### src/include/mrca_pkg.sv
// Constants and enumerations for the memory read / counter access block.
// Assumes the serial slot layer and the memory array sit outside this block.
`default_nettype none
package mrca_pkg;
  // Memory function command codes
  localparam logic [7:0] MRCA_CMD_READ_MEMORY = 8'hF0;
  localparam logic [7:0] MRCA_CMD_READ_MEM_COUNTER = 8'hA5;
  // Page geometry
  localparam int MRCA_PAGE_SHIFT = 5;
  localparam logic [4:0] MRCA_PAGE_LAST_OFFSET = 5'h1F;
  localparam int MRCA_PAGES_LARGE = 16;
  localparam int MRCA_PAGES_SMALL = 4;
  // Counter-to-page mapping
  localparam int MRCA_FIRST_CNT_PAGE_LARGE = 12;
  localparam int MRCA_FIRST_CNT_PAGE_SMALL = 1;
  localparam int MRCA_NUM_CNT_LARGE = 4;
  localparam int MRCA_NUM_CNT_SMALL = 3;
  localparam int MRCA_NUM_CNT_MAX = 4;
  localparam int MRCA_CNT_WIDTH = 32;
  localparam logic [1:0] MRCA_TRAILER_LAST_IDX = 2'h3;
  // Fill values
  localparam logic [7:0] MRCA_ONES_BYTE = 8'hFF;
  localparam logic [7:0] MRCA_ZERO_BYTE = 8'h00;
  localparam logic [31:0] MRCA_NO_COUNTER = 32'hFFFF_FFFF;
  // Ending offset / status byte layout
  localparam int MRCA_ES_AUTH_BIT = 7;
  localparam int MRCA_ES_ZERO_BIT = 6;
  localparam int MRCA_ES_PARTIAL_BIT = 5;
  localparam int MRCA_ES_OFFSET_MSB = 4;
  localparam logic [7:0] MRCA_ES_RESET = 8'h00;
  localparam logic [15:0] MRCA_TA_RESET = 16'h0000;
  // Bit-reversed CRC16 polynomial, bits shifted in LSB first
  localparam logic [15:0] MRCA_CRC_POLY_REFLECTED = 16'hA001;
  localparam logic [15:0] MRCA_CRC_RESET = 16'h0000;
  // Byte receive and transmit bit counts, FIFO depth
  localparam logic [2:0] MRCA_RX_LAST_BIT = 3'h7;
  localparam logic [3:0] MRCA_TX_FULL_BITS = 4'h8;
  localparam int MRCA_FIFO_DEPTH = 16;

  typedef enum logic [5:0] {
    MRCA_ST_IDLE = 6'h01,
    MRCA_ST_CMD = 6'h02,
    MRCA_ST_ADDR_LO = 6'h04,
    MRCA_ST_ADDR_HI = 6'h08,
    MRCA_ST_STREAM = 6'h10,
    MRCA_ST_IGNORE = 6'h20
  } mrca_state_t;

  typedef enum logic [5:0] {
    MRCA_PH_DATA = 6'h01,
    MRCA_PH_CNT = 6'h02,
    MRCA_PH_ZERO = 6'h04,
    MRCA_PH_CRCL = 6'h08,
    MRCA_PH_CRCH = 6'h10,
    MRCA_PH_ONES = 6'h20
  } mrca_phase_t;
endpackage : mrca_pkg
`default_nettype wire

### src/rtl/mrca_top.sv
// Read side of the memory function command layer: plain memory read and
// memory-plus-counter read with per-page counter, zero bits and CRC trailer.
// Assumes an outside slot layer that turns master write slots into bit
// strobes, read slots into slot strobes, and reset pulses into one pulse;
// the memory array answers mem_data_in combinationally from mem_addr_out.
`timescale 1ns/1ns
`default_nettype none
module mrca_top
  import mrca_pkg::*;
#(
  parameter bit LARGE_VARIANT = 1'b1,
  parameter int FIFO_DEPTH = MRCA_FIFO_DEPTH
)
(
  input wire logic clk_in,
  input wire logic nrst_in,
  input wire logic func_start_in,
  input wire logic bus_reset_in,
  input wire logic wr_slot_in,
  input wire logic wr_bit_in,
  input wire logic rd_slot_in,
  output logic rd_bit_out,
  output logic [15:0] mem_addr_out,
  input wire logic [7:0] mem_data_in,
  input wire logic [mrca_pkg::MRCA_NUM_CNT_MAX-1:0][mrca_pkg::MRCA_CNT_WIDTH-1:0] counter_value_in,
  input wire logic es_load_in,
  input wire logic [7:0] es_value_in,
  output logic [15:0] target_addr_out,
  output logic [7:0] ending_status_out,
  output logic busy_out
);
  localparam int PAGES = LARGE_VARIANT ? MRCA_PAGES_LARGE : MRCA_PAGES_SMALL;
  localparam int FIRST_CNT = LARGE_VARIANT ? MRCA_FIRST_CNT_PAGE_LARGE : MRCA_FIRST_CNT_PAGE_SMALL;
  localparam int NUM_CNT = LARGE_VARIANT ? MRCA_NUM_CNT_LARGE : MRCA_NUM_CNT_SMALL;
  localparam logic [16:0] MEM_BYTES = 17'(PAGES << MRCA_PAGE_SHIFT);
  localparam logic [10:0] FIRST_CNT_PAGE = 11'(FIRST_CNT);
  localparam logic [10:0] NUM_CNT_PAGES = 11'(NUM_CNT);

  generate
    if (FIFO_DEPTH < 2)
    begin : g_bad_depth
      $error("mrca_top: FIFO_DEPTH must be at least 2");
    end
  endgenerate

  typedef struct packed {
    mrca_state_t state;
    mrca_phase_t phase;
    logic counter_mode;
    logic [7:0] rx_shift;
    logic [2:0] rx_count;
    logic [7:0] target_addr_low_byte;
    logic [7:0] target_addr_high_byte;
    logic [7:0] es;
    logic [15:0] addr;
    logic [1:0] idx;
    logic [31:0] cnt_latch;
    logic [7:0] tx_byte;
    logic [3:0] tx_bits;
    logic read_bit;
  } mrca_top_state_t;

  mrca_top_state_t s;
  mrca_top_state_t next_s;

  logic [7:0] rx_byte;
  logic rx_done;
  logic addr_in_range;
  logic [10:0] page_idx;
  logic [10:0] cnt_idx;
  logic [31:0] page_count;
  logic push_valid;
  logic [7:0] push_byte;
  logic fifo_in_ready;
  logic fifo_out_valid;
  logic [7:0] fifo_out_data;
  logic fifo_pop;
  logic fifo_flush;
  logic crc_clear;
  logic crc_valid;
  logic [7:0] crc_byte;
  logic [15:0] crc_value;

  // Byte assembly from write slots, LSB first
  assign rx_byte = {wr_bit_in, s.rx_shift[7:1]};
  assign rx_done = wr_slot_in && (s.rx_count == MRCA_RX_LAST_BIT);

  // Counter lookup for the page holding the current address
  assign addr_in_range = ({1'b0, s.addr} < MEM_BYTES);
  assign page_idx = s.addr[15:MRCA_PAGE_SHIFT];
  assign cnt_idx = page_idx - FIRST_CNT_PAGE;
  always_comb
  begin
    page_count = MRCA_NO_COUNTER;
    if (page_idx >= FIRST_CNT_PAGE && page_idx < FIRST_CNT_PAGE + NUM_CNT_PAGES)
    begin
      page_count = counter_value_in[cnt_idx[1:0]];
    end
  end

  // Command decoding, byte production and bit serialising
  always_comb
  begin
    next_s = s;
    push_valid = 1'b0;
    push_byte = MRCA_ONES_BYTE;
    fifo_pop = 1'b0;
    fifo_flush = 1'b0;
    crc_clear = 1'b0;
    crc_valid = 1'b0;
    crc_byte = rx_byte;
    if (es_load_in)
    begin
      next_s.es = es_value_in;
      next_s.es[MRCA_ES_ZERO_BIT] = 1'b0;
    end
    if (bus_reset_in)
    begin
      next_s.state = MRCA_ST_IDLE;
      next_s.phase = MRCA_PH_DATA;
      next_s.tx_bits = '0;
      next_s.rx_count = '0;
      fifo_flush = 1'b1;
      crc_clear = 1'b1;
    end
    else if (func_start_in)
    begin
      next_s.state = MRCA_ST_CMD;
      next_s.rx_count = '0;
      next_s.tx_bits = '0;
      fifo_flush = 1'b1;
      crc_clear = 1'b1;
    end
    else
    begin
      // Receive command and address bytes
      if (wr_slot_in && (s.state == MRCA_ST_CMD || s.state == MRCA_ST_ADDR_LO ||
          s.state == MRCA_ST_ADDR_HI))
      begin
        next_s.rx_shift = rx_byte;
        next_s.rx_count = s.rx_count + 3'h1;
      end
      if (rx_done)
      begin
        crc_valid = 1'b1;
        unique case (s.state)
          MRCA_ST_CMD:
          begin
            if (rx_byte == MRCA_CMD_READ_MEMORY)
            begin
              next_s.counter_mode = 1'b0;
              next_s.state = MRCA_ST_ADDR_LO;
            end
            else if (rx_byte == MRCA_CMD_READ_MEM_COUNTER)
            begin
              next_s.counter_mode = 1'b1;
              next_s.state = MRCA_ST_ADDR_LO;
            end
            else
            begin
              next_s.state = MRCA_ST_IGNORE;
            end
          end
          MRCA_ST_ADDR_LO:
          begin
            next_s.target_addr_low_byte = rx_byte;
            next_s.state = MRCA_ST_ADDR_HI;
          end
          MRCA_ST_ADDR_HI:
          begin
            next_s.target_addr_high_byte = rx_byte;
            next_s.addr = {rx_byte, s.target_addr_low_byte};
            next_s.state = MRCA_ST_STREAM;
            next_s.phase = MRCA_PH_DATA;
          end
          default:
          begin
            crc_valid = 1'b0;
          end
        endcase
      end
      // Produce outgoing bytes while the FIFO has room
      if (s.state == MRCA_ST_STREAM && fifo_in_ready)
      begin
        push_valid = 1'b1;
        crc_valid = s.counter_mode;
        unique case (s.phase)
          MRCA_PH_DATA:
          begin
            if (addr_in_range)
            begin
              push_byte = mem_data_in;
              next_s.addr = s.addr + 16'h0001;
              if (s.counter_mode && s.addr[MRCA_PAGE_SHIFT-1:0] == MRCA_PAGE_LAST_OFFSET)
              begin
                next_s.cnt_latch = page_count;
                next_s.phase = MRCA_PH_CNT;
                next_s.idx = '0;
              end
            end
            else if (s.counter_mode)
            begin
              push_valid = 1'b0;
              crc_valid = 1'b0;
              next_s.phase = MRCA_PH_ONES;
            end
          end
          MRCA_PH_CNT:
          begin
            push_byte = s.cnt_latch[7:0];
            next_s.cnt_latch = s.cnt_latch >> 8;
            next_s.idx = s.idx + 2'h1;
            if (s.idx == MRCA_TRAILER_LAST_IDX)
            begin
              next_s.phase = MRCA_PH_ZERO;
            end
          end
          MRCA_PH_ZERO:
          begin
            push_byte = MRCA_ZERO_BYTE;
            next_s.idx = s.idx + 2'h1;
            if (s.idx == MRCA_TRAILER_LAST_IDX)
            begin
              next_s.phase = MRCA_PH_CRCL;
            end
          end
          MRCA_PH_CRCL:
          begin
            crc_valid = 1'b0;
            push_byte = ~crc_value[7:0];
            next_s.phase = MRCA_PH_CRCH;
          end
          MRCA_PH_CRCH:
          begin
            crc_valid = 1'b0;
            crc_clear = 1'b1;
            push_byte = ~crc_value[15:8];
            next_s.phase = addr_in_range ? MRCA_PH_DATA : MRCA_PH_ONES;
          end
          MRCA_PH_ONES:
          begin
            crc_valid = 1'b0;
            push_byte = MRCA_ONES_BYTE;
          end
          default:
          begin
            push_valid = 1'b0;
            crc_valid = 1'b0;
            next_s.phase = MRCA_PH_ONES;
          end
        endcase
        if (crc_valid)
        begin
          crc_byte = push_byte;
        end
      end
      // Serialiser: shift out one bit per read slot, LSB first
      if (s.tx_bits == '0)
      begin
        fifo_pop = fifo_out_valid;
        if (fifo_out_valid)
        begin
          next_s.tx_byte = fifo_out_data;
          next_s.tx_bits = MRCA_TX_FULL_BITS;
        end
      end
      else if (rd_slot_in)
      begin
        next_s.tx_byte = s.tx_byte >> 1;
        next_s.tx_bits = s.tx_bits - 4'h1;
      end
    end
    // Idle line reads as ones when no byte is loaded
    next_s.read_bit = (next_s.tx_bits != '0) ? next_s.tx_byte[0] : 1'b1;
  end

  // State register
  always_ff @(posedge clk_in or negedge nrst_in)
  begin
    if (!nrst_in)
    begin
      s <= '{state: MRCA_ST_IDLE, phase: MRCA_PH_DATA, counter_mode: 1'b0,
             rx_shift: 8'h00, rx_count: 3'h0,
             target_addr_low_byte: MRCA_TA_RESET[7:0],
             target_addr_high_byte: MRCA_TA_RESET[15:8], es: MRCA_ES_RESET,
             addr: 16'h0000, idx: 2'h0, cnt_latch: 32'h0000_0000,
             tx_byte: MRCA_ONES_BYTE, tx_bits: 4'h0, read_bit: 1'b1};
    end
    else
    begin
      s <= next_s;
    end
  end

  // Outgoing byte buffer between producer and serialiser
  mrca_fifo #(
    .WIDTH(8),
    .DEPTH(FIFO_DEPTH)
  ) u_fifo (
    .clk_in(clk_in),
    .nrst_in(nrst_in),
    .flush_in(fifo_flush),
    .in_valid_in(push_valid),
    .in_data_in(push_byte),
    .in_ready_out(fifo_in_ready),
    .out_valid_out(fifo_out_valid),
    .out_data_out(fifo_out_data),
    .out_ready_in(fifo_pop)
  );

  // CRC over received bytes and, in counter mode only, produced data and trailer bytes
  mrca_crc16 u_crc (
    .clk_in(clk_in),
    .nrst_in(nrst_in),
    .clear_in(crc_clear),
    .valid_in(crc_valid),
    .byte_in(crc_byte),
    .crc_out(crc_value)
  );

  // Register-backed outputs
  assign rd_bit_out = s.read_bit;
  assign mem_addr_out = s.addr;
  assign target_addr_out = {s.target_addr_high_byte, s.target_addr_low_byte};
  assign ending_status_out = s.es;
  assign busy_out = (s.state != MRCA_ST_IDLE);
endmodule : mrca_top
`default_nettype wire

### src/rtl/mrca_crc16.sv
// Serial CRC16 generator, fed one byte per cycle, bits taken LSB first.
// Assumes clear and byte strobes come from the command logic of the block.
`timescale 1ns/1ns
`default_nettype none
module mrca_crc16
  import mrca_pkg::*;
(
  input wire logic clk_in,
  input wire logic nrst_in,
  input wire logic clear_in,
  input wire logic valid_in,
  input wire logic [7:0] byte_in,
  output logic [15:0] crc_out
);
  typedef struct packed {
    logic [15:0] crc;
  } mrca_crc_state_t;

  mrca_crc_state_t s;
  mrca_crc_state_t next_s;

  // Clear wins; otherwise shift eight bits in transmit order
  always_comb
  begin
    logic [15:0] c;
    c = s.crc;
    next_s = s;
    if (clear_in)
    begin
      next_s.crc = MRCA_CRC_RESET;
    end
    else if (valid_in)
    begin
      for (int i = 0; i < 8; i++)
      begin
        if (c[0] ^ byte_in[i])
        begin
          c = (c >> 1) ^ MRCA_CRC_POLY_REFLECTED;
        end
        else
        begin
          c = c >> 1;
        end
      end
      next_s.crc = c;
    end
  end

  // State register
  always_ff @(posedge clk_in or negedge nrst_in)
  begin
    if (!nrst_in)
    begin
      s <= '{crc: MRCA_CRC_RESET};
    end
    else
    begin
      s <= next_s;
    end
  end

  assign crc_out = s.crc;
endmodule : mrca_crc16
`default_nettype wire

### src/rtl/mrca_fifo.sv
// Synchronous FIFO with valid/ready on both sides and a flush input.
// Assumes one clock; DEPTH must be a power of two.
`timescale 1ns/1ns
`default_nettype none
module mrca_fifo
  import mrca_pkg::*;
#(
  parameter int WIDTH = 8,
  parameter int DEPTH = MRCA_FIFO_DEPTH
)
(
  input wire logic clk_in,
  input wire logic nrst_in,
  input wire logic flush_in,
  input wire logic in_valid_in,
  input wire logic [WIDTH-1:0] in_data_in,
  output logic in_ready_out,
  output logic out_valid_out,
  output logic [WIDTH-1:0] out_data_out,
  input wire logic out_ready_in
);
  localparam int AW = $clog2(DEPTH);

  generate
    if (DEPTH < 2 || (DEPTH & (DEPTH - 1)) != 0 || WIDTH < 1)
    begin : g_bad_param
      $error("mrca_fifo: DEPTH must be a power of two of at least 2");
    end
  endgenerate

  typedef struct packed {
    logic [DEPTH-1:0][WIDTH-1:0] mem;
    logic [AW:0] wr_ptr;
    logic [AW:0] rd_ptr;
  } mrca_fifo_state_t;

  mrca_fifo_state_t s;
  mrca_fifo_state_t next_s;
  logic full;
  logic empty;

  // Pointers carry one extra wrap bit to tell full from empty
  assign empty = (s.wr_ptr == s.rd_ptr);
  assign full = (s.wr_ptr[AW-1:0] == s.rd_ptr[AW-1:0]) && (s.wr_ptr[AW] != s.rd_ptr[AW]);
  assign in_ready_out = !full;
  assign out_valid_out = !empty;
  assign out_data_out = s.mem[s.rd_ptr[AW-1:0]];

  // Push, pop and flush
  always_comb
  begin
    next_s = s;
    if (flush_in)
    begin
      next_s.wr_ptr = '0;
      next_s.rd_ptr = '0;
    end
    else
    begin
      if (in_valid_in && !full)
      begin
        next_s.mem[s.wr_ptr[AW-1:0]] = in_data_in;
        next_s.wr_ptr = s.wr_ptr + 1'b1;
      end
      if (out_ready_in && !empty)
      begin
        next_s.rd_ptr = s.rd_ptr + 1'b1;
      end
    end
  end

  // State register
  always_ff @(posedge clk_in or negedge nrst_in)
  begin
    if (!nrst_in)
    begin
      s <= '0;
    end
    else
    begin
      s <= next_s;
    end
  end
endmodule : mrca_fifo
`default_nettype wire

### config.mk
export PLATFORM = sky130hd
export DESIGN_NAME = mrca_top
export DESIGN_NICKNAME = d
export VERILOG_FILES = /design/src/include/mrca_pkg.sv /design/src/rtl/mrca_top.sv /design/src/rtl/mrca_crc16.sv /design/src/rtl/mrca_fifo.sv
export SDC_FILE = /design/constraint.sdc
export NUM_CORES = 1
export LEC_CHECK = 0
export BUFFER_PORTS_ARGS = -buffer_cell sky130_fd_sc_hd__clkbuf_2
export CORE_MARGIN = 3
export CORE_UTILIZATION = 54
export CTS_BUF_LIST = sky130_fd_sc_hd__clkbuf_8
export CTS_CLUSTER_SIZE = 20
export DETAILED_ROUTE_END_ITERATION = 12
export HOLD_SLACK_MARGIN = 0.06
export PLACE_DENSITY = 0.81
export SLEW_MARGIN = 30
export SYNTH_ARGS = -nofsm -noshare
export SYNTH_HDL_FRONTEND = slang
export SYNTH_SLANG_ARGS = --single-unit
### constraint.sdc
create_clock -name clk_in -period 3.4 [get_ports clk_in]
set_input_delay 0.34 -clock clk_in [delete_from_list [all_inputs] [get_ports clk_in]]
set_output_delay 0.34 -clock clk_in [all_outputs]
set_load 0.03 [all_outputs]
==> metrics.txt, run 1 <==
outcome=complete, but fails checks; failing checks=negative setup slack; First-pass DRT Iterations=6; CTS sink cnt=between 200 and 300; setup violators final=3; vias in the first global route=11300; total CTS buffers=45; FMAX=282 MHz; DR iter-0 viols=between 900 and 1000; RSZ-0062 raised after global routing=yes; Syn Nets=between 1000 and 1500; drt total wl=36200 µm; area of the die=between 20000 and 30000 µm²; Synth Area per Inst=roughly 12 µm²; area share of the largest cell type after synthesis=44.6%; Die Width=~170 µm; setup TNS=-0.261 ns; Lkg Pwr=just under 8 nW; Clock Latency Late Sink=between 0.5 and 0.6 ns; sequential element share of the synthesized area=~47%; Vias per Instance=about 6; fin crit period=3.55 ns; # DRC=0; final worst slack=-0.147 ns; most frequent cell after synthesis=dfrtp_1; Antenna Violating Nets Remaining=0; Post-synth EDFFs=0; first-pass GRT wire length=between 50000 and 60000 µm; Startpoint Class=flop; critical path data required time=3.83 ns; WP data arrival=around 4 ns; largest net degree at the start of global routing=between 70 and 80; DP HPWL=roughly 25000 µm; Chip Height=around 170 µm; Least-Margin Pin Slew=between 0.7 and 0.8 ns; CTS tree=yes; Fillers=~1900; Critical Path Slowest Stage Cell=or4b_4; power per cell area=between 400 and 500 nW/µm²; Max FO, Critical Path=4; Worst Clk Skew=a little over 0.04 ns; layout cells sized above 1=~43%; R2R Setup Slk=-0.15 ns; CTS H-Tree Depth=2; cells after synthesis=1218; cell family with most CP delay=simple AND/OR/NAND/NOR gates; number of antenna diodes=0; Async S/R FF share, synth=100%; root buffer cell=clkbuf_8; Max-Cap Viols=0; synthesized flop and latch total=about 260; Main synth FF type=dfrtp_1; routability cong.=around 0.9; Worst VDD drop=0.000277 V; mapped cell area=14100 µm²; initial core utilization=55.4%; Tot Pwr=just under 7 mW; YS warnings=0; most frequent cell on the critical path=buf_6; # IOs=around 190; drt wl/cell=20.2 µm; synth top area cells=dfrtp_1 45%, mux2_2 13%, mux4_2 11%; crit end category=flop; Worst Hold Class=in -> reg; critical path type=reg -> reg; period utilization=104%; Slew Viols, Final=0; Post-synth top cells=252 x dfrtp_1, 159 x mux2_2, 99 x nand2_1; Nets=approximately 1600; area leader, netlist=dfrtp_1; via count=10900; row count=58; Port Buffers=between 150 and 200; WP buf/inv=3; GRT Total Usage=around 26%; core area=25500 µm²; crit-path max cell delay=approximately 0.57 ns; clock-pin slew of the registers on the worst-case setup and hold paths=0.06 ns; CTS Buffer Depth=3; Hold Vio Cnt, Final=0; Slew HR=about half; worst-path cell chain=or3_4 -> or4b_4 -> a221oi_4 -> buf_6 -> buf_6 -> nor3b_2 -> nor4_2 -> buf_4 -> xnor2_4 -> xnor3_2 -> xnor3_1 -> a22o_1; grt ovf=0; Yosys cell types=66; initial antenna violation count=0; area grow syn2layout=18.8%
[layout by cell type, fill, tap and decap left out, drive strengths merged, types with 7 or more instances in the layout]
master	instances
nor2b	8
clkbuf	250
ha	11
nor4	20
nor2	62
mux4	72
or3	9
mux2	159
o22ai	7
dfrtp	252
xnor2	17
a22oi	13
nand3	17
nor3	43
inv	30
o21ai	82
xor2	12
nand2b	11
nand4	15
dfstp	11
a22o	18
dlygate4sd3	9
nand2	99
a21oi	54
a31oi	7
and3	10
buf	84
[worst register-to-register path, stage by stage, from the launching register on]
cell,delay (ns)
dfrtp_1,0.43
or3_4,0.39
or4b_4,0.57
a221oi_4,0.32
buf_6,0.17
buf_6,0.10
nor3b_2,0.04
nor4_2,0.27
buf_4,0.18
xnor2_4,0.13
xnor3_2,0.40
xnor3_1,0.19
a22o_1,0.21
[registers in the layout (all words and copies together) (netlist names)]
name	cells
ending_status_out	7
mem_addr_out	16
rd_bit_out	1
rx_byte	7
s	62
target_addr_out	16
u_crc.crc_out	16
u_fifo.s	138
[cell type report]
| cell class | count | area (µm²) | area share [%] |
|---|---|---|---|
| clock buffer | 60 | 826 | 4.92 |
| clock inverter | 24 | 164 | 0.977 |
| inverter | 15 | 56.3 | 0.336 |
| multi-input combinational | 818 | 7010 | 41.8 |
| sequential | 263 | 6600 | 39.3 |
| tap | 330 | 413 | 2.46 |
| timing repair buffer | 283 | 1710 | 10.2 |
[logic make-up after synthesis]
group	count (synthesis)	synth area share [%]
adder cells (fa/ha/maj)	11	0.974
multiplexers	233	24.3
XOR/XNOR	31	2.13
AND/OR/NAND/NOR	326	11.5
AO/OA/AOI/OAI	216	9.50
other	1	0.0266
buffers and inverters	137	4.88
flip-flops	263	46.7
[path summary, 6_finish.rpt]
kind                          startpoint              endpoint  cells past startpoint
max in group asynchronous        nrst_in                s[105]                      3
hold / removal             func_start_in                s[103]                      3
min in group asynchronous        nrst_in  ending_status_out[1]                      2
setup reg to reg                  s[102]      u_crc.crc_out[0]                     12
setup / recovery                  s[102]      u_crc.crc_out[0]                     12
hold reg to reg                     s[6]                  s[6]                      2
[stage by stage]
step | util [%] | cell area [µm²] | setup WS, ns | hold WS [ns] | cells
global route | 65.9 | 16800 | -0.236 | 0.136 | 1793
finish | 65.9 | 16800 | -0.147 | 0.145 | 1793
global placement | 60.6 | 15400 | -0.0822 | 0.355 | 1686
floorplan | - | 14100 | 0.123 | 0.0444 | 1218
detailed placement | 60.6 | 15400 | -0.216 | 0.360 | 1686
CTS | 65.2 | 16600 | -0.0299 | 0.122 | 1783
[where the power goes]
| group | leakage [nW] | switching (mW) | internal, mW | total (mW) |
|---|---|---|---|---|
| clock network | 0.562 | 1.32 | 1.74 | 3.06 |
| registers | 3.58 | 0.0732 | 3.18 | 3.25 |
| logic | 3.80 | 0.285 | 0.305 | 0.590 |
| total | 7.95 | 1.68 | 5.22 | 6.90 |
[what timing repair did]
action | CTS | global route
hold buffers | 9 | 0
resized for setup | 15 | 16
gates cloned | 0 | 0
pin swaps | 4 | 15
endpoints found under the setup margin | 3 | 3
setup buffers | 4 | 10
hold endpoints to repair | 78 | 0
[routing by layer]
metal	part of all wire (%)	vias to the layer above	track usage [%]	routed length, µm
met3	7.9	79	4.82	2850
met2	48	507	42.5	17600
met1	41	5397	34.9	14800
li1	-	4911	-	-
met4	2.7	0	8.32	989
met5	0	-	0	0
Note: power is estimated with default switching activity, not from simulation.
==> run 2: changes to the inputs <==
--- a/config.mk
+++ b/config.mk
@@ -7,12 +7,12 @@
 export LEC_CHECK = 0
 export BUFFER_PORTS_ARGS = -buffer_cell sky130_fd_sc_hd__clkbuf_2
 export CORE_MARGIN = 3
-export CORE_UTILIZATION = 54
+export CORE_UTILIZATION = 50
 export CTS_BUF_LIST = sky130_fd_sc_hd__clkbuf_8
 export CTS_CLUSTER_SIZE = 20
 export DETAILED_ROUTE_END_ITERATION = 12
 export HOLD_SLACK_MARGIN = 0.06
-export PLACE_DENSITY = 0.81
+export PLACE_DENSITY = 0.76
 export SLEW_MARGIN = 30
 export SYNTH_ARGS = -nofsm -noshare
 export SYNTH_HDL_FRONTEND = slang
==> run 2 against run 1 <==
The flow still finishes with violations (negative setup slack). Hold slack improved by 0.011 ns. Core utilization decreased by 4.5 points. Total power decreased by 3.2%. Count of clock-buffer cells in the layout decreased by 8. Critical path depth unchanged. Clock skew decreased by 0.019 ns. Non-clock buffer count increased by 1. Worst setup slack improved by 0.024 ns. Critical path type unchanged. Largest power group unchanged.
==> metrics.txt, run 2 (synthesis results as in run 1) <==
First-pass DRT Iterations=5; power per cell area=around 400 nW/µm²; Lkg Pwr=~8 nW; Hold Vio Cnt, Final=0; clock-pin slew of the registers on the worst-case setup and hold paths=0.07 ns; period utilization=104%; Logic pwr share=9.2%; DR iter-0 viols=~930; CTS tree=yes; # IOs=~190; CTS Buffer Depth=3; part of the power in registers=48.6%; Reg-to-Reg Start=s[101]; crit-path max cell delay=~0.58 ns; outcome=complete, but fails checks; area grow syn2layout=18.6%; Nets=between 1500 and 2000; grt ovf=0; setup violators final=3; failing checks=negative setup slack; Slew HR=42.2%; Die Width=between 150 and 200 µm; Slew Viols, Final=0; WP data arrival=a little under 4 ns; worst-path cell chain=or4_4 -> buf_4 -> a211oi_2 -> a31oi_1 -> buf_4 -> a2111oi_1 -> nor4_2 -> buf_4 -> xnor2_2 -> xnor3_2 -> xnor2_1 -> a22o_1; R2R Setup Slk=-0.12 ns; drt wl/cell=between 15 and 20 µm; Startpoint Class=flop; Worst R2R Path Depth=12; initial core utilization=51.7%; setup TNS=-0.296 ns; area of the die=30300 µm²; CTS H-Tree Depth=2; Tot Pwr=roughly 6.7 mW; Worst Clk Skew=0.0219 ns; Antenna Violating Nets Remaining=0; via count=about 11000; crit end category=flop; routability cong.=roughly 0.91; Top Registers=u_fifo.s x138, s x62; min-delay src=wr_bit_in; Max FO, Critical Path=12; CTS sink cnt=between 200 and 300; max reg flops=138; most frequent cell on the critical path=buf_4; Worst VDD drop=approximately 0.00022 V; FMAX=284 MHz; drt total wl=35200 µm; most frequent cells in the layout=248 x dfrtp_1, 190 x clkbuf_2, 159 x mux2_2; NetSw=around 1.6 mW; most common cell after layout, fill and taps aside=dfrtp_1; Clock Latency Late Sink=about 0.57 ns; Port Buffers=between 150 and 200; total CTS buffers=43; fin crit period=about 3.5 ns; # DRC=0; root buffer cell=clkbuf_8; Clk network pwr share=a little over two fifths; largest register by flop count=u_fifo.s; crit path launch=s[101]; hold depth=2; Worst Hold Class=in -> reg; Least-Margin Pin Slew=approximately 0.87 ns; first-pass GRT wire length=approximately 57000 µm; worst hold margin=about 0.16 ns; critical path data required time=3.84 ns; Vias per Instance=around 5.8; Chip Height=174 µm; layout cells sized above 1=about 43%; row count=60; Critical Path Slowest Stage Cell=or4_4; RSZ-0062 raised after global routing=yes; Net Sw Frac=24.4%; critical path type=reg -> reg; initial antenna violation count=0; Fillers=~2100; Max-Cap Viols=0; largest net degree at the start of global routing=100; multi-input logic area=roughly 7000 µm²; Hold EP=mem_addr_out[15]; reg2reg end=u_crc.crc_out[15]; storage element area=approximately 6600 µm²; DP HPWL=roughly 25000 µm; GRT Total Usage=23.0%; vias in the first global route=11000; final worst slack=-0.123 ns; number of antenna diodes=0; core area=27300 µm²; Internal=slightly above 5 mW
run 2: changes by cell type in the layout (fill, tap and decap cells not counted), moves of 2 or more:
| cell | change |
|---|---|
| xnor2_2 | +2 |
| a311oi_1 | +2 |
| clkbuf_8 | -8 |
| xnor2_1 | -2 |
| dfrtp_1 | -2 |
| a2111oi_2 | -3 |
| dfrtp_2 | +2 |
| a2111oi_1 | +2 |
run 2: worst max path at each step:
stage                     cells after the start           endpoint  slack, ns
after floorplan                              11  u_crc.crc_out[15]       0.12
after global placement                       10   u_crc.crc_out[0]       0.02
after detailed placement                     10  u_crc.crc_out[15]      -0.01
after CTS                                    11  u_crc.crc_out[15]      0.003
after global routing                         12  u_crc.crc_out[15]      -0.24
final                                        12  u_crc.crc_out[15]      -0.12
run 2: timing repair:
action	in CTS	in global routing
hold buffers	9	0
setup endpoints to repair	2	3
resized for setup	5	30
setup buffers	0	5
pin swaps	0	5
endpoints found under the hold margin	103	0
run 2: power by group through the flow:
stage          Combinational (mW)  Sequential, mW  Clock [mW]
2_1_floorplan               0.345            3.26           0
3_3_place_gp                0.574            3.30           0
3_5_place_dp                0.588            3.30           0
4_1_cts                     0.599            3.24        2.89
5_1_grt                     0.671            3.25        3.04
6_report                    0.612            3.25        2.82
run 2: cell type report:
class | count | share of cell area [%]
clock buffer | 52 | 4.27
multi-input combinational | 818 | 41.9
inverter | 15 | 0.336
clock inverter | 25 | 1.02
timing repair buffer | 284 | 10.3
tap | 372 | 2.78
sequential | 263 | 39.4
run 2: stage by stage:
stage / cells / cell area, µm² / utilization (%) / setup WS (ns)
finish: 1829 / 16800 / 61.3 / -0.123
global route: 1829 / 16800 / 61.3 / -0.240
CTS: 1824 / 16600 / 60.6 / 0.00251
detailed placement: 1738 / 15600 / 56.9 / -0.0135
global placement: 1738 / 15600 / 56.9 / 0.0181
floorplan: 1218 / 14100 / - / 0.123
run 2: worst max-delay path, delay by kind of cell, from the launching register on:
kind | cells | cell delay (ns)
and+or+nand+nor | 2 | 0.71
DFF | 1 | 0.44
xor gates and xnor gates | 3 | 0.64
buffers and inverters | 3 | 0.54
AOI/OAI and AO/OA | 4 | 1.06
run 2: routing by layer:
metal  track usage, %  wire length, µm
met5                0                0
met4             7.21              771
met3             4.46             2310
met2             37.6            16900
met1             31.3            15200
==> run 3: changes to the inputs <==
--- a/config.mk
+++ b/config.mk
@@ -6,6 +6,7 @@
 export NUM_CORES = 1
 export LEC_CHECK = 0
 export BUFFER_PORTS_ARGS = -buffer_cell sky130_fd_sc_hd__clkbuf_2
+export CORE_ASPECT_RATIO = 0.7
 export CORE_MARGIN = 3
 export CORE_UTILIZATION = 50
 export CTS_BUF_LIST = sky130_fd_sc_hd__clkbuf_8
==> run 3 against run 2 <==
The flow still finishes with violations (negative setup slack). Sequential cell count stayed put. Critical path depth down 1. Core utilization is 0.12 points higher. Final area is essentially flat. Worst setup slack gained 0.049 ns. Total power down 0.59%. Sequential power hardly changed. Final cell count is the same. Combinational power up 4.1%. Global-route usage rose by 3.4 points.
==> metrics.txt, run 3 (synthesis results as in run 1) <==
layout cells sized above 1=between 40% and 50%; Reg-to-Reg Start=s[101]; Antenna Violating Nets Remaining=0; total CTS buffers=just over 40; number of antenna diodes=0; critical path data required time=around 3.8 ns; CTS Buffer Depth=3; Lkg Pwr=between 7 and 8 nW; DR iter-0 viols=between 1000 and 1500; most frequent cells in the layout=248 x dfrtp_1, 190 x clkbuf_2, 159 x mux2_2; area of the die=30300 µm²; core area=about 27000 µm²; vias in the first global route=11000; clock-pin slew of the registers on the worst-case setup and hold paths=~0.080 ns; Nets=~1600; Worst Clk Skew=around 0.025 ns; Max-Cap Viols=0; initial antenna violation count=0; root buffer cell=clkbuf_8; crit end category=flop; DP HPWL=~29000 µm; Worst R2R Path Depth=11; GRT Total Usage=roughly a quarter; CTS H-Tree Depth=2; R2R Setup Slk=-0.07 ns; setup violators final=3; drt wl/cell=between 20 and 25 µm; worst hold margin=between 0.15 and 0.2 ns; setup TNS=-0.160 ns; end-of-flow core utilization=approximately three fifths; Worst Hold Class=in -> reg; grt ovf=0; RSZ-0062 raised after global routing=yes; Fillers=roughly 2200; routability cong.=0.969; Chip Height=~150 µm; reg2reg end=u_crc.crc_out[0]; multi-input logic area=between 6000 and 7000 µm²; CTS tree=yes; area grow syn2layout=18.7%; # DRC=0; CP endpoint=u_crc.crc_out[0]; initial core utilization=about half; Hold Vio Cnt, Final=0; DP Area=about 16000 µm²; fin crit period=3.47 ns; max reg flops=138; largest net degree at the start of global routing=96; period utilization=102%; largest register by flop count=u_fifo.s; Top Registers=u_fifo.s x138, s x62; FMAX=around 290 MHz; CTS sink cnt=roughly 260; Slew HR=~45%; via count=~11000; power per cell area=slightly below 400 nW/µm²; final worst slack=-0.0739 ns; Least-Margin Pin Slew=between 0.8 and 0.9 ns; most common cell after layout, fill and taps aside=dfrtp_1; first-pass GRT wire length=62900 µm; # IOs=around 190; failing checks=negative setup slack; row count=50; Port Buffers=191; First-pass DRT Iterations=5; Die Width=207 µm; Vias per Instance=between 6 and 7; post-route cell area=between 15000 and 20000 µm²; Max FO, Critical Path=8; Worst VDD drop=0.000280 V; crit path launch=s[101]; Slew Viols, Final=0; drt total wl=between 30000 and 40000 µm; Startpoint Class=flop; outcome=complete, but fails checks; Clock Latency Late Sink=0.56 ns; critical path type=reg -> reg; WP data arrival=about 4 ns; storage element area=6600 µm²
run 3: changes by cell type in the layout (fill, tap and decap cells not counted), sizes merged:
cell	change
inv	-8
clkinvlp	+3
buf	+10
clkinv	+1
clkbuf	+4
bufinv	-2
run 3: final cells by class:
class	count	share of cell area, %
clock buffer	56	4.60
timing repair buffer	294	10.8
tap	364	2.72
sequential	263	39.4
clock inverter	19	0.545
multi-input combinational	818	41.6
inverter	15	0.336
run 3: worst min path at each step:
stage / startpoint / end / slack [ns] / depth (start not counted)
2_1_floorplan: nrst_in / ending_status_out[0] / 0.04 / 0
3_3_place_gp: nrst_in / u_fifo.s[34] / 0.42 / 1
3_5_place_dp: nrst_in / u_fifo.s[18] / 0.42 / 1
4_1_cts: wr_slot_in / s[89] / 0.15 / 4
5_1_grt: func_start_in / s[104] / 0.17 / 3
6_report: func_start_in / s[104] / 0.18 / 3
run 3: power by group:
part | internal (mW) | total [mW] | switching [mW]
combinational | 0.330 | 0.637 | 0.306
sequential | 3.17 | 3.25 | 0.0783
clock | 1.47 | 2.75 | 1.28
total | 4.98 | 6.64 | 1.66
run 3: critical path, cell delays in order (launching register included):
cell and delay [ns]:
dfrtp_2 0.46, or4_4 0.58, nor4_4 0.31, o21ai_2 0.17, buf_4 0.18, a2111oi_1 0.40, nor4_1 0.10, buf_4 0.17
xnor2_4 0.16, xnor3_2 0.42, xnor3_1 0.21, a22o_1 0.18
run 3: timing repair:
action,CTS,global route
endpoints found under the hold margin,99,0
gates resized for setup,14,14
hold buffers,9,0
pin swaps,3,4
buffers inserted,1,5
setup endpoints to repair,3,3
cloned,1,0
run 3: metrics by stage:
stage | setup WS [ns] | power [mW] | cells
after floorplan | 0.123 | 3.61 | 1218
after detailed placement | -0.298 | 3.90 | 1738
after global routing | -0.179 | 6.91 | 1829
after global placement | -0.264 | 3.89 | 1738
after CTS | -0.0103 | 6.66 | 1824
final | -0.0739 | 6.64 | 1829
run 3: metal layers:
| metal | GRT usage [%] | wire [µm] |
|---|---|---|
| met1 | 41.7 | 18400 |
| met2 | 37.0 | 17200 |
| met5 | 0 | 0 |
| met4 | 4.65 | 469 |
| met3 | 7.04 | 3790 |
